[config.mk]
export PLATFORM = sky130hd
export DESIGN_NAME = mots_top
export DESIGN_NICKNAME = d
export VERILOG_FILES = /design/src/core/mots_pkg.sv /design/src/core/mots_axis_if.sv /design/src/core/mots_axis.sv /design/src/core/mots_top.sv
export SDC_FILE = /design/constraint.sdc
export NUM_CORES = 1
export LEC_CHECK = 0
export BUFFER_PORTS_ARGS = -buffer_cell sky130_fd_sc_hd__buf_2
export CAP_MARGIN = 15
export CELL_PAD_IN_SITES_DETAIL_PLACEMENT = 0
export CELL_PAD_IN_SITES_GLOBAL_PLACEMENT = 1
export CORE_MARGIN = 2
export CORE_UTILIZATION = 42
export CTS_BUF_LIST = sky130_fd_sc_hd__clkbuf_4 sky130_fd_sc_hd__clkbuf_8
export CTS_CLUSTER_SIZE = 40
export DETAILED_ROUTE_END_ITERATION = 12
export PLACE_DENSITY = 0.91
export RECOVER_POWER = 25
export SYNTH_ARGS = -nofsm -noshare
export SYNTH_HDL_FRONTEND = slang
export SYNTH_SLANG_ARGS = --single-unit
[constraint.sdc]
create_clock -name pclk -period 5.74 [get_ports pclk]
set_clock_uncertainty 0.05 [all_clocks]
set_input_delay 0.287 -clock pclk [delete_from_list [all_inputs] [get_ports pclk]]
set_output_delay 0.287 -clock pclk [all_outputs]
set_load 0.005 [all_outputs]
[src/core/mots_pkg.sv]
// Shared constants of the outside-of-thresholds detector: register map, fields, reset values
package mots_pkg;

  // Bus geometry
  localparam int unsigned MOTS_APB_AW   = 10;     // Byte address width on APB
  localparam int unsigned MOTS_APB_DW   = 32;     // APB data width
  localparam int unsigned MOTS_ADDR_LSB = 2;      // Word index starts at this address bit
  localparam int unsigned MOTS_IDX_W    = 8;      // Width of a register index

  // Register indices (byte address is four times the index)
  localparam logic [7:0] MOTS_IDX_STATUS = 8'h2D; // Outside event status, read only
  localparam logic [7:0] MOTS_IDX_UPPER  = 8'h30; // Upper threshold value
  localparam logic [7:0] MOTS_IDX_LOWER  = 8'h31; // Lower threshold value
  localparam logic [7:0] MOTS_IDX_DBCNT  = 8'h32; // Outside debounce count
  localparam logic [7:0] MOTS_IDX_CFG1   = 8'h33; // Detection configuration, first
  localparam logic [7:0] MOTS_IDX_CFG4   = 8'h34; // Sensor configuration, fourth
  localparam logic [7:0] MOTS_IDX_INTMAP = 8'h35; // Interrupt pin routing
  localparam logic [7:0] MOTS_IDX_IRQSTS = 8'h36; // Sticky interrupt status, write one to clear
  localparam logic [7:0] MOTS_IDX_IRQMSK = 8'h37; // Interrupt mask

  // Axis numbering: 0 is Z, 1 is Y, 2 is X
  localparam int unsigned MOTS_AXES   = 3;
  localparam int unsigned MOTS_AXIS_X = 2;

  // Status byte layout
  localparam int unsigned MOTS_ST_ACTIVE = 7;     // Combined outside event active
  localparam int unsigned MOTS_ST_RSVD   = 6;     // Reserved, reads zero
  localparam int unsigned MOTS_ST_W      = 8;     // Status byte width

  // Configuration fields
  localparam int unsigned MOTS_CFG1_LATCH = 3;    // Outside latch enable
  localparam int unsigned MOTS_CFG1_REL   = 4;    // Relative (delta) mode
  localparam int unsigned MOTS_CFG1_W     = 5;
  localparam int unsigned MOTS_CFG4_WAKE  = 0;    // Wake on outside event
  localparam int unsigned MOTS_MAP_ONE    = 0;    // Route active flag to pin one
  localparam int unsigned MOTS_MAP_TWO    = 1;    // Route active flag to pin two
  localparam int unsigned MOTS_MAP_W      = 2;

  // Interrupt events
  localparam int unsigned MOTS_IRQ_RISE = 0;      // Active flag became set
  localparam int unsigned MOTS_IRQ_FALL = 1;      // Active flag became cleared
  localparam int unsigned MOTS_IRQ_W    = 2;

  // Defaults
  localparam int unsigned MOTS_DATA_W    = 12;    // Sample and threshold width
  localparam int unsigned MOTS_DBCNT_W   = 8;     // Debounce count width
  localparam logic [7:0]  MOTS_DBCNT_RST = 8'h00; // Debounce count after reset

endpackage : mots_pkg

[src/core/mots_axis_if.sv]
// Bundle between the detector core and one axis comparator
`timescale 1ns/1ps
`default_nettype none
interface mots_axis_if #(
  parameter int unsigned W = 12
);
  logic signed [W-1:0] sample;     // Axis sample
  logic signed [W-1:0] upper;      // Upper threshold
  logic signed [W-1:0] lower;      // Lower threshold
  logic                enable;     // Axis takes part
  logic                relative;   // Compare delta instead of sample
  logic                strobe;     // New sample this cycle
  logic                hit;        // Axis is on or outside a threshold
  logic                hit_upper;  // Upper threshold met

  // Comparator side
  modport axis (input sample, upper, lower, enable, relative, strobe, output hit, hit_upper);
  // Core side
  modport core (output sample, upper, lower, enable, relative, strobe, input hit, hit_upper);
endinterface : mots_axis_if
`default_nettype wire

[src/core/mots_axis.sv]
// One axis comparator: absolute or delta value against upper and lower thresholds
`timescale 1ns/1ps
`default_nettype none
module mots_axis #(
  parameter int unsigned W = 12
) (
  input wire logic     pclk,
  input wire logic     presetn,
  mots_axis_if.axis    bus
);

  logic signed [W:0] ref_q;      // Previous sample, reference for delta mode
  logic signed [W:0] samp_ext;   // Sample widened by one bit
  logic signed [W:0] value;      // Value under test
  logic signed [W:0] upper_ext;  // Widened upper threshold
  logic signed [W:0] lower_ext;  // Widened lower threshold

  assign samp_ext  = {bus.sample[W-1], bus.sample};
  assign upper_ext = {bus.upper[W-1], bus.upper};
  assign lower_ext = {bus.lower[W-1], bus.lower};

  // Reference follows every sample so a delta spans one output-data-rate period
  always_ff @(posedge pclk or negedge presetn) begin
    if (!presetn) begin
      ref_q <= '0;
    end else if (bus.strobe) begin
      ref_q <= samp_ext;
    end
  end

  // Difference of two W-bit values always fits in W+1 bits
  always_comb begin
    if (bus.relative) begin
      value = samp_ext - ref_q;
    end else begin
      value = samp_ext;
    end
  end

  // Inclusive comparisons on both bounds; only hit is gated by the axis enable, hit_upper is not
  assign bus.hit       = bus.enable & ((value >= upper_ext) | (value <= lower_ext));
  assign bus.hit_upper = (value >= upper_ext);

endmodule : mots_axis
`default_nettype wire

[src/core/mots_top.sv]
// Outside-of-thresholds detector with APB registers, debounce, wake hold-off and interrupts
//
// Functional notes
// - Active flag needs debounce count of outside samples
// - Active flag zero while all axes inside
// - Outside means at or beyond either threshold
// - Only enabled axes join the evaluation
// - No enabled axis disables detection entirely
// - Wake setting resets wake timer while active
// - No sleep while active flag stays set and wake setting is on
// - X flag zero while X strictly inside; with latching enabled the flag holds until a status read
// - X flag set when X meets threshold
// - X polarity: zero lower, one upper
// - Read-only status byte, fixed layout, resets zero
// - Active flag routable to either interrupt pin
// - Polarity latched on flag set, debounce updates; debounce refreshes it only with latching off
//
// Local design decision: the APB register port.
`timescale 1ns/1ps
`default_nettype none
module mots_top
  import mots_pkg::*;
#(
  parameter int unsigned DATA_W  = mots_pkg::MOTS_DATA_W,
  parameter int unsigned DBCNT_W = mots_pkg::MOTS_DBCNT_W
) (
  input  wire logic                              pclk,
  input  wire logic                              presetn,
  input  wire logic                              psel,
  input  wire logic                              penable,
  input  wire logic                              pwrite,
  input  wire logic [mots_pkg::MOTS_APB_AW-1:0]  paddr,
  input  wire logic [mots_pkg::MOTS_APB_DW-1:0]  pwdata,
  output logic      [mots_pkg::MOTS_APB_DW-1:0]  prdata,
  output logic                                   pready,
  output logic                                   pslverr,
  input  wire logic                              sample_valid,
  input  wire logic signed [DATA_W-1:0]          x_sample,
  input  wire logic signed [DATA_W-1:0]          y_sample,
  input  wire logic signed [DATA_W-1:0]          z_sample,
  output logic                                   interrupt_pin_one,
  output logic                                   interrupt_pin_two,
  output logic                                   irq,
  output logic                                   wake_timer_reset,
  output logic                                   sleep_inhibit
);
  import mots_pkg::*;

  // Refuse widths the register map cannot hold
  if (DATA_W < 2 || DATA_W > 31 || DBCNT_W < 1 || DBCNT_W > MOTS_APB_DW) begin : g_bad_param
    $error("mots_top: unsupported DATA_W or DBCNT_W");
  end

  // Software-visible state
  logic signed [DATA_W-1:0]  upper_threshold_value_q;  // Upper threshold
  logic signed [DATA_W-1:0]  lower_threshold_value_q;  // Lower threshold
  logic [DBCNT_W-1:0]        outside_debounce_count_q; // Debounce count in samples
  logic [MOTS_CFG1_W-1:0]    detect_config_first_q;    // Enables, latch, relative
  logic                      wake_on_outside_event_q;  // Wake hold-off setting
  logic [MOTS_MAP_W-1:0]     pin_map_q;                // Interrupt pin routing
  logic [MOTS_IRQ_W-1:0]     irq_sts_q;                // Sticky events
  logic [MOTS_IRQ_W-1:0]     irq_msk_q;                // Event mask
  logic [MOTS_APB_DW-1:0]    prdata_q;                 // Registered read data

  // Detector state
  logic [MOTS_AXES-1:0]      flag_q;                   // Per-axis outside flags
  logic [MOTS_AXES-1:0]      pol_q;                    // Per-axis polarity flags
  logic                      outside_event_active_q;   // Combined debounced flag
  logic [DBCNT_W-1:0]        cnt_q;                    // Consecutive outside samples
  logic                      wake_pulse_q;             // Wake timer reset pulse

  // Combinational helpers
  logic [MOTS_AXES-1:0]      hit_v;                    // Raw per-axis result
  logic [MOTS_AXES-1:0]      hit_up_v;                 // Upper threshold met
  logic                      any_hit;                  // OR of the enabled axes
  logic [DBCNT_W-1:0]        cnt_next;                 // Count after this sample
  logic                      db_reached;               // Debounce satisfied now
  logic                      latch_en;                 // Latch enable field
  logic [MOTS_ST_W-1:0]      sts_byte;                 // Status byte image
  logic [MOTS_IDX_W-1:0]     idx;                      // Addressed register index
  logic                      addr_ok;                  // Index is mapped
  logic [MOTS_APB_DW-1:0]    rd_mux;                   // Read data selection
  logic                      bus_wr;                   // Write access phase
  logic                      bus_rd;                   // Read access phase
  logic                      sts_rd;                   // Status read completes
  logic [MOTS_IRQ_W-1:0]     irq_ev;                   // Events this cycle
  logic signed [DATA_W-1:0]  samp [MOTS_AXES];         // Samples by axis number

  assign samp[0]  = z_sample;
  assign samp[1]  = y_sample;
  assign samp[2]  = x_sample;
  assign latch_en = detect_config_first_q[MOTS_CFG1_LATCH];

  // Per-axis comparator, flag and polarity
  for (genvar i = 0; i < MOTS_AXES; i++) begin : g_axis
    mots_axis_if #(.W(DATA_W)) ax_if ();

    // Every axis sees the same strobe, so all three compare one sample set
    assign ax_if.sample   = samp[i];
    assign ax_if.upper    = upper_threshold_value_q;
    assign ax_if.lower    = lower_threshold_value_q;
    assign ax_if.enable   = detect_config_first_q[i];
    assign ax_if.relative = detect_config_first_q[MOTS_CFG1_REL];
    assign ax_if.strobe   = sample_valid;
    assign hit_v[i]       = ax_if.hit;
    assign hit_up_v[i]    = ax_if.hit_upper;

    mots_axis #(.W(DATA_W)) u_axis (
      .pclk    (pclk),
      .presetn (presetn),
      .bus     (ax_if)
    );

    // Flag follows the comparison; with latching it holds until a status read clears it
    always_ff @(posedge pclk or negedge presetn) begin
      if (!presetn) begin
        flag_q[i] <= 1'b0;
      end else if (sample_valid) begin
        // A new hit wins over a clear arriving in the same cycle
        // A disabled axis drops even a latched flag, so it never reports an event
        flag_q[i] <= hit_v[i] | (latch_en & ax_if.enable & flag_q[i] & ~(sts_rd & prdata_q[2*i+1]));
      end else if (sts_rd && latch_en && prdata_q[2*i+1]) begin
        flag_q[i] <= 1'b0;
      end
    end

    // Polarity taken when the flag sets, refreshed on debounce in unlatched mode
    always_ff @(posedge pclk or negedge presetn) begin
      if (!presetn) begin
        pol_q[i] <= 1'b0;
      end else if (sample_valid && hit_v[i] && (!flag_q[i] || (!latch_en && db_reached))) begin
        pol_q[i] <= hit_up_v[i];
      end
    end

    // Event and polarity pairs, high bit is the event
    assign sts_byte[2*i+1] = flag_q[i];
    assign sts_byte[2*i]   = pol_q[i];
  end

  assign sts_byte[MOTS_ST_RSVD]   = 1'b0;
  assign sts_byte[MOTS_ST_ACTIVE] = outside_event_active_q;

  // Disabled axes report no hit, so no enables means no events at all
  assign any_hit = |hit_v;

  // Saturating run length of outside samples, counting this one
  always_comb begin
    if (!any_hit) begin
      cnt_next = '0;
    end else if (&cnt_q) begin
      cnt_next = cnt_q;
    end else begin
      cnt_next = cnt_q + 1'b1;
    end
  end

  assign db_reached = any_hit & (cnt_next >= outside_debounce_count_q);

  // Debounce counter and combined active flag, advanced once per sample
  always_ff @(posedge pclk or negedge presetn) begin
    if (!presetn) begin
      cnt_q                  <= '0;
      outside_event_active_q <= 1'b0;
    end else if (sample_valid) begin
      cnt_q                  <= cnt_next;
      outside_event_active_q <= db_reached;
    end
  end

  // Wake timer restart on every sample that leaves the active flag set
  always_ff @(posedge pclk or negedge presetn) begin
    if (!presetn) begin
      wake_pulse_q <= 1'b0;
    end else begin
      wake_pulse_q <= sample_valid & db_reached & wake_on_outside_event_q;
    end
  end

  assign wake_timer_reset  = wake_pulse_q;
  assign sleep_inhibit     = outside_event_active_q & wake_on_outside_event_q;
  assign interrupt_pin_one = outside_event_active_q & pin_map_q[MOTS_MAP_ONE];
  assign interrupt_pin_two = outside_event_active_q & pin_map_q[MOTS_MAP_TWO];

  // APB decode; zero wait states, read data registered in the setup cycle
  assign idx     = paddr[MOTS_ADDR_LSB +: MOTS_IDX_W];
  assign bus_wr  = psel & penable & pwrite & addr_ok;
  assign bus_rd  = psel & penable & ~pwrite;
  assign sts_rd  = bus_rd & addr_ok & (idx == MOTS_IDX_STATUS);
  assign pready  = 1'b1;
  assign pslverr = psel & penable & ~addr_ok;
  assign prdata  = prdata_q;

  // Read multiplexer; narrow registers sit in the low bits
  always_comb begin
    rd_mux  = '0;
    addr_ok = 1'b1;
    case (idx)
      MOTS_IDX_STATUS: rd_mux[MOTS_ST_W-1:0]   = sts_byte;
      MOTS_IDX_UPPER:  rd_mux[DATA_W-1:0]      = upper_threshold_value_q;
      MOTS_IDX_LOWER:  rd_mux[DATA_W-1:0]      = lower_threshold_value_q;
      MOTS_IDX_DBCNT:  rd_mux[DBCNT_W-1:0]     = outside_debounce_count_q;
      MOTS_IDX_CFG1:   rd_mux[MOTS_CFG1_W-1:0] = detect_config_first_q;
      MOTS_IDX_CFG4:   rd_mux[MOTS_CFG4_WAKE]  = wake_on_outside_event_q;
      MOTS_IDX_INTMAP: rd_mux[MOTS_MAP_W-1:0]  = pin_map_q;
      MOTS_IDX_IRQSTS: rd_mux[MOTS_IRQ_W-1:0]  = irq_sts_q;
      MOTS_IDX_IRQMSK: rd_mux[MOTS_IRQ_W-1:0]  = irq_msk_q;
      default:         addr_ok                 = 1'b0;
    endcase
  end

  // Read data captured while psel is up and penable still low
  always_ff @(posedge pclk or negedge presetn) begin
    if (!presetn) begin
      prdata_q <= '0;
    end else if (psel && !penable && !pwrite) begin
      prdata_q <= rd_mux;
    end
  end

  // Writable configuration; writes to the status byte are ignored
  always_ff @(posedge pclk or negedge presetn) begin
    if (!presetn) begin
      upper_threshold_value_q  <= {1'b0, {(DATA_W-1){1'b1}}};
      lower_threshold_value_q  <= {1'b1, {(DATA_W-1){1'b0}}};
      outside_debounce_count_q <= DBCNT_W'(MOTS_DBCNT_RST);
      detect_config_first_q    <= '0;
      wake_on_outside_event_q  <= 1'b0;
      pin_map_q                <= '0;
      irq_msk_q                <= '0;
    end else if (bus_wr) begin
      case (idx)
        MOTS_IDX_UPPER:  upper_threshold_value_q  <= pwdata[DATA_W-1:0];
        MOTS_IDX_LOWER:  lower_threshold_value_q  <= pwdata[DATA_W-1:0];
        MOTS_IDX_DBCNT:  outside_debounce_count_q <= pwdata[DBCNT_W-1:0];
        MOTS_IDX_CFG1:   detect_config_first_q    <= pwdata[MOTS_CFG1_W-1:0];
        MOTS_IDX_CFG4:   wake_on_outside_event_q  <= pwdata[MOTS_CFG4_WAKE];
        MOTS_IDX_INTMAP: pin_map_q                <= pwdata[MOTS_MAP_W-1:0];
        MOTS_IDX_IRQMSK: irq_msk_q                <= pwdata[MOTS_IRQ_W-1:0];
        default:         pin_map_q                <= pin_map_q;
      endcase
    end
  end

  // Sticky events; a new event beats a write-one-to-clear in the same cycle
  assign irq_ev[MOTS_IRQ_RISE] = sample_valid & db_reached & ~outside_event_active_q;
  assign irq_ev[MOTS_IRQ_FALL] = sample_valid & ~db_reached & outside_event_active_q;

  always_ff @(posedge pclk or negedge presetn) begin
    if (!presetn) begin
      irq_sts_q <= '0;
    end else if (bus_wr && idx == MOTS_IDX_IRQSTS) begin
      irq_sts_q <= (irq_sts_q & ~pwdata[MOTS_IRQ_W-1:0]) | irq_ev;
    end else begin
      irq_sts_q <= irq_sts_q | irq_ev;
    end
  end

  assign irq = |(irq_sts_q & irq_msk_q);
endmodule : mots_top
`default_nettype wire

# Word-level counts from Yosys, hierarchy flattened
# Cells that the tools add are included.
[totals]
reg_bits = 108
inputBits = 84
output_inout_bits = 39
[classes]
n_addsub = 4
n_lt_le_gt_ge = 7
eq_ne = 9
mux = 18
bitwise_logic = 49
n_reduce_logical = 37
[ops]
columns = ["op", "n"]
rows = [
  ["$eq A8 B6 Y1 const B", 9],
  ["$ge A13 B12 Y1", 3],
  ["$le A13 B12 Y1", 3],
  ["$mux W13", 3],
  ["$sub A12 B12 Y13", 3],
  ["$and A1 B1 Y1", 31],
  ["$mux W8", 2],
  ["$pmux W3 S5", 1],
  ["$logic_and A1 B1 Y1", 14],
  ["$reduce_and A2 Y1", 7],
  ["$pmux W3 S4", 1],
  ["$pmux W1 S9", 1],
  ["$reduce_or A9 Y1", 1],
  ["$add A8 B1 Y8 const B", 1],
  ["$ge A8 B8 Y1", 1],
  ["$pmux W1 S8", 1],
  ["$pmux W4 S2", 1],
  ["$reduce_and A8 Y1", 1],
  ["$mux W1", 7],
  ["$not A1 Y1", 7],
  ["$logic_not A1 Y1", 6],
  ["$or A1 B1 Y1", 6],
  ["$reduce_bool A2 Y1", 3],
  ["$and A2 B2 Y2", 2],
  ["other kinds (6)", 9],
]

# Logic depth before layout (Yosys ltp)
# Gate-level depths: netlist of the first run.
[logic_depth]
ltp_word = 14
ltp_mapped = 31
mapped_depth_nobuf = 30

# Hierarchy
# A second synthesis of the first run with hierarchy kept.
[hier_totals]
cells_unflattened = 1027
hier_area_um2 = 9267.6
[modules_own_cells]
columns = ["mod", "instances", "cells_per_inst", "area_each_um2"]
rows = [
  ["mots_top", 1, 365, 3951.3],
  ["mots_axis (g_axis[1].u_axis ...)", 2, 222, 1774.2],
  ["mots_axis (g_axis[0].u_axis)", 1, 218, 1767.9],
]

# Worst setup path before layout of the first run
# OpenSTA, ideal clock, no wires.
[synth_path]
kind = "input -> register"
startpoint = "input y_sample[0]"
endpoint = "register pol_q[1]"
setup_time_ns = 0.125
arrival_time_ns = 5.385
setup_slack_ns = 0.180
path_stages = 31
path_buffers = 1
path_cell_list = "inv_1 > ha_1 > inv_1 > fa_1 > a21o_1 > a21oi_1 > o21ai_0 > a211oi_1 > and3b_1 > o21ai_0 > a31oi_1 > a21oi_1 > ha_1 > inv_1 > or3_1 > a2bb2oi_1 > o31ai_1 > o31ai_1 > o41a_1 > and2b_1 > buf_4 > nand2b_1 > ha_1 > nand2b_1 > a21oi_1 > o21ai_0 > nand4_1 > a41o_1 > o21ai_0 > nand3_1 > mux2_2"
[synth_between]
elab_chain_len = 12
elab_cells_between_ends = 14
cone_classes = "add/sub (1); order compare (3); mux (2); bitwise (3); reduce/logical (5)"
[synth_lines]
columns = ["item", "line_no", "rtl"]
rows = [
  ["start, declared", "mots_top.sv:39", "input wire logic signed [DATA_W-1:0] y_sample,"],
  ["$sub A12 B12 Y13", "mots_axis.sv:34", "value = samp_ext - ref_q;"],
  ["$mux W13 *", "mots_axis.sv:33", "if (bus.relative) begin"],
  ["$ge A13 B12 Y1 / $le A13 B12 Y1 (equally long branches)", "mots_axis.sv:41, mots_axis.sv:42", ""],
  ["$or A1 B1 Y1", "mots_axis.sv:41", "assign bus.hit = bus.enable & ((value >= upper_ext) | (value <= lower_ext));"],
  ["$and A1 B1 Y1", "mots_axis.sv:41", ""],
  ["$reduce_or A3 Y1", "mots_top.sv:145", "assign any_hit = |hit_v;"],
  ["$mux W8", "mots_top.sv:149", "if (!any_hit) begin"],
  ["$ge A8 B8 Y1", "mots_top.sv:158", "assign db_reached = any_hit & (cnt_next >= outside_debounce_count_q);"],
  ["$and A1 B1 Y1", "mots_top.sv:158", ""],
  ["$logic_and A1 B1 Y1", "mots_top.sv:131", "end else if (sample_valid && hit_v[i] && (!flag_q[i] || (!latch_en && db_reached))) begin"],
  ["$logic_or A1 B1 Y1", "mots_top.sv:131", ""],
  ["$logic_and A1 B1 Y1", "mots_top.sv:131", ""],
  ["end signal, assigned by index", "mots_top.sv:132", "pol_q[i] <= hit_up_v[i];"],
  ["end, declared", "mots_top.sv:67", "logic [MOTS_AXES-1:0] pol_q;"],
]
# Every way passes the cells marked *; elsewhere a longest branch is shown, timed or not.
# A chain may end at the register's enable or synchronous reset.

# Final worst setup path of the first run
[layout_path]
startpoint = "register g_axis[0].u_axis.ref_q[0]"
endpoint = "register pol_q[0]"
[layout_between]
elab_chain_len = 12
elab_cells_between_ends = 14
cone_classes = "add/sub (1); order compare (3); mux (2); bitwise (3); reduce/logical (5)"
[layout_lines]
columns = ["item", "line_no", "rtl"]
rows = [
  ["start, declared", "mots_axis.sv:12", "logic signed [W:0] ref_q;"],
  ["start signal, assigned", "mots_axis.sv:27", "ref_q <= samp_ext;"],
  ["$sub A12 B12 Y13 *", "mots_axis.sv:34", ""],
  ["$mux W13 *", "mots_axis.sv:33", ""],
  ["$ge A13 B12 Y1 / $le A13 B12 Y1 (equally long branches)", "mots_axis.sv:41, mots_axis.sv:42", ""],
  ["$or A1 B1 Y1", "mots_axis.sv:41", ""],
  ["$and A1 B1 Y1", "mots_axis.sv:41", ""],
  ["$reduce_or A3 Y1", "mots_top.sv:145", ""],
  ["$mux W8", "mots_top.sv:149", ""],
  ["$ge A8 B8 Y1", "mots_top.sv:158", ""],
  ["$and A1 B1 Y1", "mots_top.sv:158", ""],
  ["$logic_and A1 B1 Y1", "mots_top.sv:131", ""],
  ["$logic_or A1 B1 Y1", "mots_top.sv:131", ""],
  ["$logic_and A1 B1 Y1", "mots_top.sv:131", ""],
]
# Marks and branches as above.

==> flow_summary.yaml, run 1 <==
route:
  drc: 0
  wl_per_cell_um: 16.1
  drt_first_pass_iters: 5
  wirelength_um: 22500
  num_vias: 7528
  viasPerCell: 5.38
  ant_nets: 0
  initialDrtViolationCount: 380
global_routing:
  antenna_found_initial: 0
  grtUsageTotal: 0.202
  grt_pass1_vias: 7175
  grt_overflow: 0
  grt_max_degree: 95
  grt_pass1_wl_um: 36100
floorplan:
  rows: 53
  start_util: 0.429
  die_area_sq_um: 22700
  io_pins: 123
  dieHeight_um: 151
  core_sq_um: 21100
  die_w_um: 151
timing:
  rsz0062_at_grt: "true"
  worst_pin_slew_ns: 2.82
  hold_slack_ns: 0.0460
  timing.fmax_mhz: 177
  min_period_over_period: 0.985
  period_minus_slack_ns: 5.65
  hold_violations: 0
  drv_slew: 51
  setup_viol: 0
  max_slew_margin: -0.883
synthesis:
  synth_top_area_frac: 0.265
  syn_inst: 1016
  synthTopCellsByCount: "ha_1, nand2_1, dfrtp_1"
  synth_top_family_by_area: "adder cells"
  synthesis.area_sq_um: 9050
  synthAdderAreaFrac: 0.177
  ys_seq_area_frac: 0.300
  yosysWarnings: 0
  synth_compound_gate_area_share: 0.172
  synth-edff-count: 0
  synth_ff_type: "dfrtp_1"
  synth_simple_gate_area_frac: 0.170
  ys_types: 81
  synth_area_leaders: "dfrtp_1, ha_1, mux2_2"
  ys_async_sr_fraction: 1.00
  post-synth-top-area-cell: "dfrtp_1"
  synthMuxAreaShare: 0.0749
  ys_ff_latch: 108
  avgSynthCellArea_sq_um: 8.91
  synthXorXnorAreaFrac: 0.0271
  yosysMostFrequentCell: "ha_1"
power_and_ir_drop:
  power_density_nw_per_um2: 175
  switching_share: 0.323
  p_leak_nw: 4.95
  p_seq_frac: 0.451
  irDropWorstVdd_mv: 0.104
  intPower_w: 0.00123
  power.switching_w: 0.000585
  finalPower_w: 0.00181
  clockPowerShare: 0.288
  pwr-share-comb: 0.261
clock_network:
  clock_latency_ns: 0.40
  clkSinkCount: 108
  clockBufferDepth: 2
  cts_made_buffers: 9
  cts_tree: "done"
  path_clk_slew_ns: 0.12
  cts_htree_levels: 3
  cts_root_buf: "clkbuf_8"
critical_path:
  critPathCaptureType: "register"
  cp-startpoint: "g_axis[0].u_axis.ref_q[0]$_DFFE_PN0P_"
  critPathTopFamily: "compound AO/OA/AOI/OAI gates"
  slowest_stage: "fa_2"
  r2r-start: "g_axis[0].u_axis.ref_q[0]$_DFFE_PN0P_"
  path_max_fanout: 5
  worstSetupPathType: "reg2reg"
  worst_ep_required_time_ns: 5.99
  critPathArrivalTime_ns: 5.90
  cp.buffers_inverters: 3
  startpoint_type: "register"
  slowest_delay_ns: 0.38
cells_and_area:
  syn_to_final_growth_pct: 14.1
  fin_nets: 1328
  drive_above_1_share: 0.255
  diodes: 0
place:
  place_congestion: 0.912
  hpwl_um: 17100
  portBuffers: 79
hold_path:
  min_from: "pwdata[10]"
  min_path_type: "in2reg"
status:
  violations: "capacitance limit, slew limit"
  status: "complete, but fails checks"
run:
  max_cap_violations: 1
## cells in the final DEF (no fill, tap or decap), drive strengths merged, types with 5 or more instances in the layout
cell type / Yosys / routed
a211oi: 15 / 15
a21o: 6 / 6
a21oi: 64 / 64
a22oi: 7 / 7
and2: 7 / 7
and3: 5 / 5
buf: 35 / 123
clkbuf: 17 / 10
conb: 2 / 21
dfrtp: 96 / 96
dfstp: 12 / 12
ha: 123 / 123
inv: 87 / 91
mux2: 44 / 44
mux2i: 7 / 7
mux4: 5 / 5
nand2: 111 / 111
nand2b: 6 / 6
nand3: 26 / 26
nand3b: 5 / 5
nand4: 12 / 12
nor2: 72 / 72
nor2b: 9 / 9
nor3: 26 / 26
nor4: 6 / 6
o21a: 7 / 7
o21ai: 95 / 95
o21bai: 5 / 5
o22ai: 5 / 5
o31ai: 6 / 6
or2: 7 / 7
xnor2: 20 / 20
xor2: 8 / 8
## worst paths after layout
check,to,slack (ns),cells after the start
min reg2reg,pol_q[2]$_DFFE_PN0P_,0.48,1
min,g_axis[0].ax_if.upper[10]$_DFFE_PN1P_,0.05,3
max reg2reg,pol_q[0]$_DFFE_PN0P_,0.09,30
min in group asynchronous,prdata[0]$_DFFE_PN0P_,1.28,2
max,pol_q[0]$_DFFE_PN0P_,0.09,30
max in group asynchronous,detect_config_first_q[4]$_DFFE_PN0P_,2.36,3
## state kept, by name (all words and copies together), names as in the netlist, 2 cells and up
register                  flops
flag_q                        3
pol_q                         3
cnt_q                         8
pin_map_q                     2
prdata                       12
g_axis.u_axis.ref_q          36
irq_msk_q                     2
irq_sts_q                     2
outside_debounce_count_q      8
g_axis.ax_if.lower           12
g_axis.ax_if.upper           12
detect_config_first_q         5
## layout make-up
class                      instances  area [sq um]
clock buffer                       9           124
clock inverter                     7          91.3
fill                            2018         10800
inverter                          88           330
multi-input combinational        786          5970
sequential                       108          2720
tap                              275           344
timing repair buffer             125           758
## logic make-up (layout without fill, tap and decap cells)
logic type | Yosys count | in the layout
AOI/OAI and AO/OA | 247 | 247
xor gates and xnor gates | 28 | 28
adders and majority gates | 126 | 126
buffers and inverters | 141 | 229
DFF | 108 | 108
muxes | 56 | 56
other | 2 | 21
and+or+nand+nor | 308 | 308
## power groups by stage
stage	registers (W)	clock network, W	logic [W]
4_1_cts	0.000816	0.000543	0.000454
3_5_place_dp	0.000831	0	0.000445
2_1_floorplan	0.000829	0	0.000311
5_1_grt	0.000821	0.000563	0.000538
3_3_place_gp	0.000829	0	0.000435
6_report	0.000816	0.000522	0.000473
## worst register-to-register path, delay by kind of cell, from the launching register on
family / cells / cell delay [ns]
adders and majority gates: 4 / 1.12
xor gates and xnor gates: 1 / 0.05
DFF: 1 / 0.37
and+or+nand+nor: 8 / 1.15
muxes: 3 / 0.80
AOI/OAI and AO/OA: 11 / 1.71
buffers and inverters: 3 / 0.34
## timing repair
action	in CTS	in global routing
hold buffers	1	0
pin swaps	7	29
gates resized for setup	11	49
buffers inserted	1	6
setup endpoints to repair	3	7
hold endpoints to repair	43	0
## routing by layer
metal  global-route usage  part of all wire
met4               0.0682             0.027
met5                    0                 0
met1                0.273              0.45
met2                0.331              0.47
met3               0.0295             0.047
## per-stage QoR
step	utilization	setup WS, ns	TNS (ns)	cells	area (sq um)
finish	0.490	0.0873	0	1398	10300
global route	0.490	-0.209	-0.560	1398	10300
CTS	0.477	0.000660	0	1392	10100
detailed placement	0.464	-0.268	-0.754	1374	9790
global placement	0.464	-0.118	-0.288	1374	9790
floorplan	-	0.180	0	1035	9130
Power figures use the tool's default switching activity.
==> run 2, diff against run 1 <==
--- a/config.mk
+++ b/config.mk
@@ -5,16 +5,17 @@
 export SDC_FILE = /design/constraint.sdc
 export NUM_CORES = 1
 export LEC_CHECK = 0
+export ABC_AREA = 1
 export BUFFER_PORTS_ARGS = -buffer_cell sky130_fd_sc_hd__buf_2
 export CAP_MARGIN = 15
 export CELL_PAD_IN_SITES_DETAIL_PLACEMENT = 0
 export CELL_PAD_IN_SITES_GLOBAL_PLACEMENT = 1
 export CORE_MARGIN = 2
-export CORE_UTILIZATION = 42
+export CORE_UTILIZATION = 39
 export CTS_BUF_LIST = sky130_fd_sc_hd__clkbuf_4 sky130_fd_sc_hd__clkbuf_8
 export CTS_CLUSTER_SIZE = 40
 export DETAILED_ROUTE_END_ITERATION = 12
-export PLACE_DENSITY = 0.91
+export PLACE_DENSITY = 0.9
 export RECOVER_POWER = 25
 export SYNTH_ARGS = -nofsm -noshare
 export SYNTH_HDL_FRONTEND = slang
==> run 2 against run 1 <==
Net effect:
- the flow still finishes with violations (capacitance limit, slew limit)
- worst setup slack better by 0.54 ns
- power down 6.0%
- die area up 9.3%
- non-clock buffer count down 40
- via count up 11%
- register-to-register slack better by 0.54 ns
- critical path type unchanged
- largest cell class unchanged
- largest power group unchanged
==> flow_summary.yaml, run 2 <==
status:
  status: "complete, but fails checks"
  violations: "capacitance limit, slew limit"
cells_and_area:
  syn_to_final_growth_pct: 9.08
  diodes: 0
  drive_above_1_share: 0.103
  n_fill_cell: 2465
  top_register: "g_axis.u_axis.ref_q"
  fin_nets: 1583
  layout_common_cells: "nand2_1, inv_1, ha_1, o21ai_0, dfrtp_1"
  regArea_sq_um: 2720
  fin_area_sq_um: 10000
  multi_input_area_sq_um: 5510
  layout_commonest_cell: "nand2_1"
  largest_reg_flops: 36
synthesis:
  synthesis.area_sq_um: 9210
  yosysMostFrequentCell: "nand2_1"
  synth_ff_type: "dfrtp_1"
  synth-edff-count: 0
  ys_async_sr_fraction: 1.00
  synth_area_leaders: "dfrtp_1, ha_1, nand2_1"
  syn_inst: 1305
  yosysWarnings: 0
  ys_types: 46
  ys_ff_latch: 108
  avgSynthCellArea_sq_um: 7.06
  synthTopCellsByCount: "nand2_1, inv_1, ha_1"
  synth_top_area_frac: 0.261
  post-synth-top-area-cell: "dfrtp_1"
  ys_seq_area_frac: 0.295
clock_network:
  cts_made_buffers: 9
  cts_root_buf: "clkbuf_8"
  clkSinkCount: 108
  cts_htree_levels: 3
  clock_latency_ns: 0.41
  post_cts_buffers: 0
  path_clk_slew_ns: 0.11
  clockBufferDepth: 2
  cts_tree: "done"
power_and_ir_drop:
  irDropWorstVdd_mv: 0.0978
  power.switching_w: 0.000557
  pwr-share-comb: 0.230
  p_seq_frac: 0.470
  switching_share: 0.327
  intPower_w: 0.00115
  finalPower_w: 0.00170
  clockPowerShare: 0.300
  power_density_nw_per_um2: 169
  p_leak_nw: 5.47
route:
  initialDrtViolationCount: 514
  viasPerCell: 4.91
  wirelength_um: 23900
  num_vias: 8337
  drt_first_pass_iters: 5
  drc: 0
  ant_nets: 0
  wl_per_cell_um: 14.1
place:
  dpl_cell_area_sq_um: 9830
  place_congestion: 0.908
  portBuffers: 79
  hpwl_um: 18700
floorplan:
  die_w_um: 158
  rows: 56
  io_pins: 123
  core_sq_um: 23300
  die_area_sq_um: 24900
  dieHeight_um: 158
  start_util: 0.395
hold_path:
  min_path_type: "in2reg"
timing:
  drv_slew: 40
  hold_violations: 0
  timing.fmax_mhz: 196
  setup_viol: 0
  rsz0062_at_grt: "false"
  min_period_over_period: 0.891
  tns_ns: 0
  worst_pin_slew_ns: 2.17
  max_slew_margin: -0.449
  period_minus_slack_ns: 5.12
critical_path:
  startpoint_type: "register"
  critPathArrivalTime_ns: 5.38
  worst_ep_required_time_ns: 6.01
  slowest_stage: "dfrtp_1"
  critPathCaptureType: "register"
  slowest_delay_ns: 0.41
  worstSetupPathType: "reg2reg"
  cpMostUsedCell: "nand2_1"
  path_max_fanout: 11
global_routing:
  grt_pass1_vias: 7703
  grtUsageTotal: 0.202
  grt_max_degree: 73
  antenna_found_initial: 0
  grt_pass1_wl_um: 39200
  grt_overflow: 0
run:
  max_cap_violations: 1
## run 2: cell types whose count changed in the layout (fill, tap and decap cells not counted), sizes merged, moves of 9 or more
cell,delta
nand2,+254
inv,+116
mux2,-44
buf,-40
o21ai,+39
a21oi,+28
nand3,+28
xnor2,-17
a211oi,-9
nor2b,-9
## run 2: final cells by class
cell class	count	share of cell area
clock inverter	5	0.00598
timing repair buffer	85	0.0440
tap	319	0.0397
sequential	108	0.271
multi-input combinational	962	0.548
inverter	207	0.0776
clock buffer	11	0.0138
## run 2: what timing repair did
item	4_1_cts	5_1_grt
endpoints found under the hold margin	34	0
gates resized for setup	0	2
setup endpoints to repair	0	7
hold buffers	1	0
## run 2: power by group through the flow
stage / Sequential [W] / Combinational, W / Clock (W)
floorplan: 0.000813 / 0.000279 / 0
global placement: 0.000813 / 0.000383 / 0
detailed placement: 0.000814 / 0.000391 / 0
CTS: 0.000800 / 0.000393 / 0.000527
global route: 0.000803 / 0.000455 / 0.000558
finish: 0.000799 / 0.000391 / 0.000511
## run 2: cells by family (layout without fill, tap and decap cells)
| family | count (synthesis) | in the layout | share of synthesized area |
|---|---|---|---|
| compound gates | 275 | 275 | 0.163 |
| xor+xnor | 8 | 8 | 0.00761 |
| fa+ha+maj | 126 | 126 | 0.174 |
| buf+inv | 254 | 308 | 0.116 |
| flops | 108 | 108 | 0.295 |
| other cells | 2 | 21 | 0.000815 |
| simple gates | 532 | 532 | 0.244 |
## run 2: metal layers
layer  part of all wire  vias to the layer above  wire, um  global-route usage
met4              0.013                        0       318              0.0498
met3              0.049                       19      1170              0.0331
met1               0.48                     3777     11500               0.274
li1                   -                     4364         -                   -
met5                  0                        -         0                   0
met2               0.46                      177     11000               0.336
## run 2: worst max-delay path, delay by kind of cell (launching register included)
family	cells	cell delay, ns
xor gates and xnor gates	1	0.15
and+or+nand+nor	23	2.33
DFF	1	0.41
adders and majority gates	4	1.21
AOI/OAI and AO/OA	4	0.62
buffers and inverters	3	0.25
## run 2: worst paths after layout
kind	startpoint	endpoint	slack, ns	cells after the start
max	g_axis[2].u_axis.ref_q[0]$_DFFE_PN0P_	pol_q[1]$_DFFE_PN0P_	0.62	35
min	pwdata[10]	g_axis[0].ax_if.upper[10]$_DFFE_PN1P_	0.04	3
max reg2reg	g_axis[2].u_axis.ref_q[0]$_DFFE_PN0P_	pol_q[1]$_DFFE_PN0P_	0.62	35
min reg2reg	prdata[4]$_DFFE_PN0P_	prdata[4]$_DFFE_PN0P_	0.44	2
max in group asynchronous	presetn	g_axis[0].u_axis.ref_q[6]$_DFFE_PN0P_	2.78	3
min in group asynchronous	presetn	wake_timer_reset$_DFF_PN0_	0.99	2
## run 2: through the flow
stage / setup WS (ns) / utilization / cells / hold WS [ns]
final: 0.625 / 0.431 / 1697 / 0.0409
after global routing: 0.00483 / 0.431 / 1697 / 0.0127
after detailed placement: 0.298 / 0.421 / 1680 / 0.250
after floorplan: 1.38 / - / 1324 / -0.0586
after CTS: 0.368 / 0.430 / 1697 / 0.0255
after global placement: 0.405 / 0.421 / 1680 / 0.251
==> run 3, diff against run 2 <==
==> constraint.sdc (replaced) <==
create_clock -name pclk -period 5.74 [get_ports pclk]
set_clock_uncertainty 0.05 [all_clocks]
set_input_delay 0 -clock pclk [delete_from_list [all_inputs] [get_ports pclk]]
set_output_delay 0 -clock pclk [all_outputs]
set_load 0.005 [all_outputs]
==> run 3 against run 2 <==
Net effect:
- the run still ends with capacitance limit, slew limit left
- die area did not move
- wire length rose by 1.4%
- final area rose by 4.9%
- sequential power barely moved
- via count rose by 2.6%
==> flow_summary.yaml, run 3 (same netlist as run 2, synthesis figures left out) <==
status:
  status: "complete, but fails checks"
  violations: "capacitance limit, slew limit"
floorplan:
  die_w_um: 158
  core_sq_um: 23300
  dieHeight_um: 158
  io_pins: 123
  start_util: 0.395
  rows: 56
  die_area_sq_um: 24900
critical_path:
  critPathArrivalTime_ns: 5.33
  cp-startpoint: "g_axis[0].u_axis.ref_q[0]$_DFFE_PN0P_"
  r2r_slack_ns: 0.67
  slowest_delay_ns: 0.42
  path_max_fanout: 11
  critPathCaptureType: "register"
  ff2ff_path_depth: 37
  cpMostUsedCell: "nand2_1"
  r2r-start: "g_axis[0].u_axis.ref_q[0]$_DFFE_PN0P_"
  slowest_stage: "fa_1"
  r2r-end: "pol_q[1]$_DFFE_PN0P_"
  worstSetupPathType: "reg2reg"
  startpoint_type: "register"
  worst_ep_required_time_ns: 6.00
timing:
  timing.fmax_mhz: 197
  tns_ns: 0
  max_slew_margin: -1.27
  rsz0062_at_grt: "false"
  hold_slack_ns: 0.0365
  hold_violations: 0
  period_minus_slack_ns: 5.07
  setup_viol: 0
  worst_pin_slew_ns: 3.41
  drv_slew: 61
  finalWorstSetupSlack_ns: 0.670
  min_period_over_period: 0.883
global_routing:
  grt_pass1_wl_um: 39400
  antenna_found_initial: 0
  grt_pass1_vias: 7850
  grt_overflow: 0
  grtUsageTotal: 0.201
  grt_max_degree: 73
cells_and_area:
  fin_nets: 1632
  top_register: "g_axis.u_axis.ref_q"
  drive_above_1_share: 0.0995
  fin_area_sq_um: 10500
  n_fill_cell: 2397
  syn_to_final_growth_pct: 14.5
  layout_commonest_cell: "nand2_1"
  layout_common_cells: "nand2_1, inv_1, ha_1, o21ai_0, dfrtp_1"
  largest_reg_flops: 36
  diodes: 0
route:
  drc: 0
  drt_first_pass_iters: 5
  wirelength_um: 24300
  initialDrtViolationCount: 485
  ant_nets: 0
  wl_per_cell_um: 13.9
  num_vias: 8556
  viasPerCell: 4.90
power_and_ir_drop:
  intPower_w: 0.00116
  finalPower_w: 0.00172
  irDropWorstVdd_mv: 0.0959
  pwr-share-comb: 0.242
  p_leak_nw: 5.68
  power.switching_w: 0.000559
  clockPowerShare: 0.294
  p_seq_frac: 0.464
  power_density_nw_per_um2: 164
  switching_share: 0.324
place:
  hpwl_um: 18800
  place_congestion: 0.917
  dpl_cell_area_sq_um: 9830
  portBuffers: 79
  post-place-ws_ns: 0.461
clock_network:
  post_cts_buffers: 0
  cts_tree: "done"
  path_clk_slew_ns: 0.12
  clock_latency_ns: 0.40
  clockBufferDepth: 2
  clkSinkCount: 108
  cts_made_buffers: 9
  cts_htree_levels: 3
  cts_root_buf: "clkbuf_8"
run:
  max_cap_violations: 1
hold_path:
  hold_end: "pin_map_q[0]$_DFFE_PN0P_"
  min_path_type: "in2reg"
  min_from: "paddr[5]"
  min_path_cells: 4
[run 3: changes by cell type in the layout (fill, tap and decap cells not counted), sizes merged]
cell         before  now
clkbuf           12   11
dlygate4sd3       1   50
clkinvlp          1    2
[run 3: metrics by stage]
stage	std cells	util
after CTS	1746	0.451
after floorplan	1324	-
after detailed placement	1680	0.421
final	1746	0.452
after global placement	1680	0.421
after global routing	1746	0.452
[run 3: power groups by stage]
stage	sequential, W	clock (W)	combinational (W)
6_report	0.000799	0.000507	0.000418
5_1_grt	0.000803	0.000556	0.000483
4_1_cts	0.000800	0.000528	0.000420
3_5_place_dp	0.000814	0	0.000392
3_3_place_gp	0.000813	0	0.000383
2_1_floorplan	0.000813	0	0.000279
[run 3: how the worst max path moves through the flow]
stage                                      end  cells past startpoint  slack (ns)
after floorplan           pol_q[1]$_DFFE_PN0P_                     35        1.39
after global placement    pol_q[2]$_DFFE_PN0P_                     37        0.53
after detailed placement  pol_q[0]$_DFFE_PN0P_                     36        0.46
after CTS                 pol_q[0]$_DFFE_PN0P_                     34        0.43
after global routing      pol_q[0]$_DFFE_PN0P_                     34        0.08
final                     pol_q[1]$_DFFE_PN0P_                     37        0.67
[run 3: cell type report]
class | instances | area [sq um] | area share
clock buffers | 10 | 131 | 0.0125
clock inverters | 6 | 72.6 | 0.00688
inverters | 207 | 779 | 0.0739
multi-input cells | 962 | 5510 | 0.523
flip-flops and latches | 108 | 2720 | 0.258
well taps | 319 | 399 | 0.0379
repair buffers | 134 | 932 | 0.0884
[run 3: critical path, delay by kind of cell (launching register included)]
family	cells	cell delay, ns
AND/OR/NAND/NOR	21	2.10
AO/OA/AOI/OAI	9	1.19
adder cells (fa/ha/maj)	4	1.13
flip-flops	1	0.36
buffers and inverters	3	0.15
[run 3: timing repair]
item / in CTS / in global routing
hold endpoints to repair: 128 / 0
endpoints found under the setup margin: 0 / 6
gates resized for setup: 0 / 2
hold buffers: 50 / 0
[run 3: metal layers]
metal,part of all wire,track usage,vias up
li1,-,-,4472
met1,0.47,0.268,3859
met2,0.46,0.342,202
met3,0.053,0.0320,23
met4,0.015,0.0481,0
met5,0,0,-
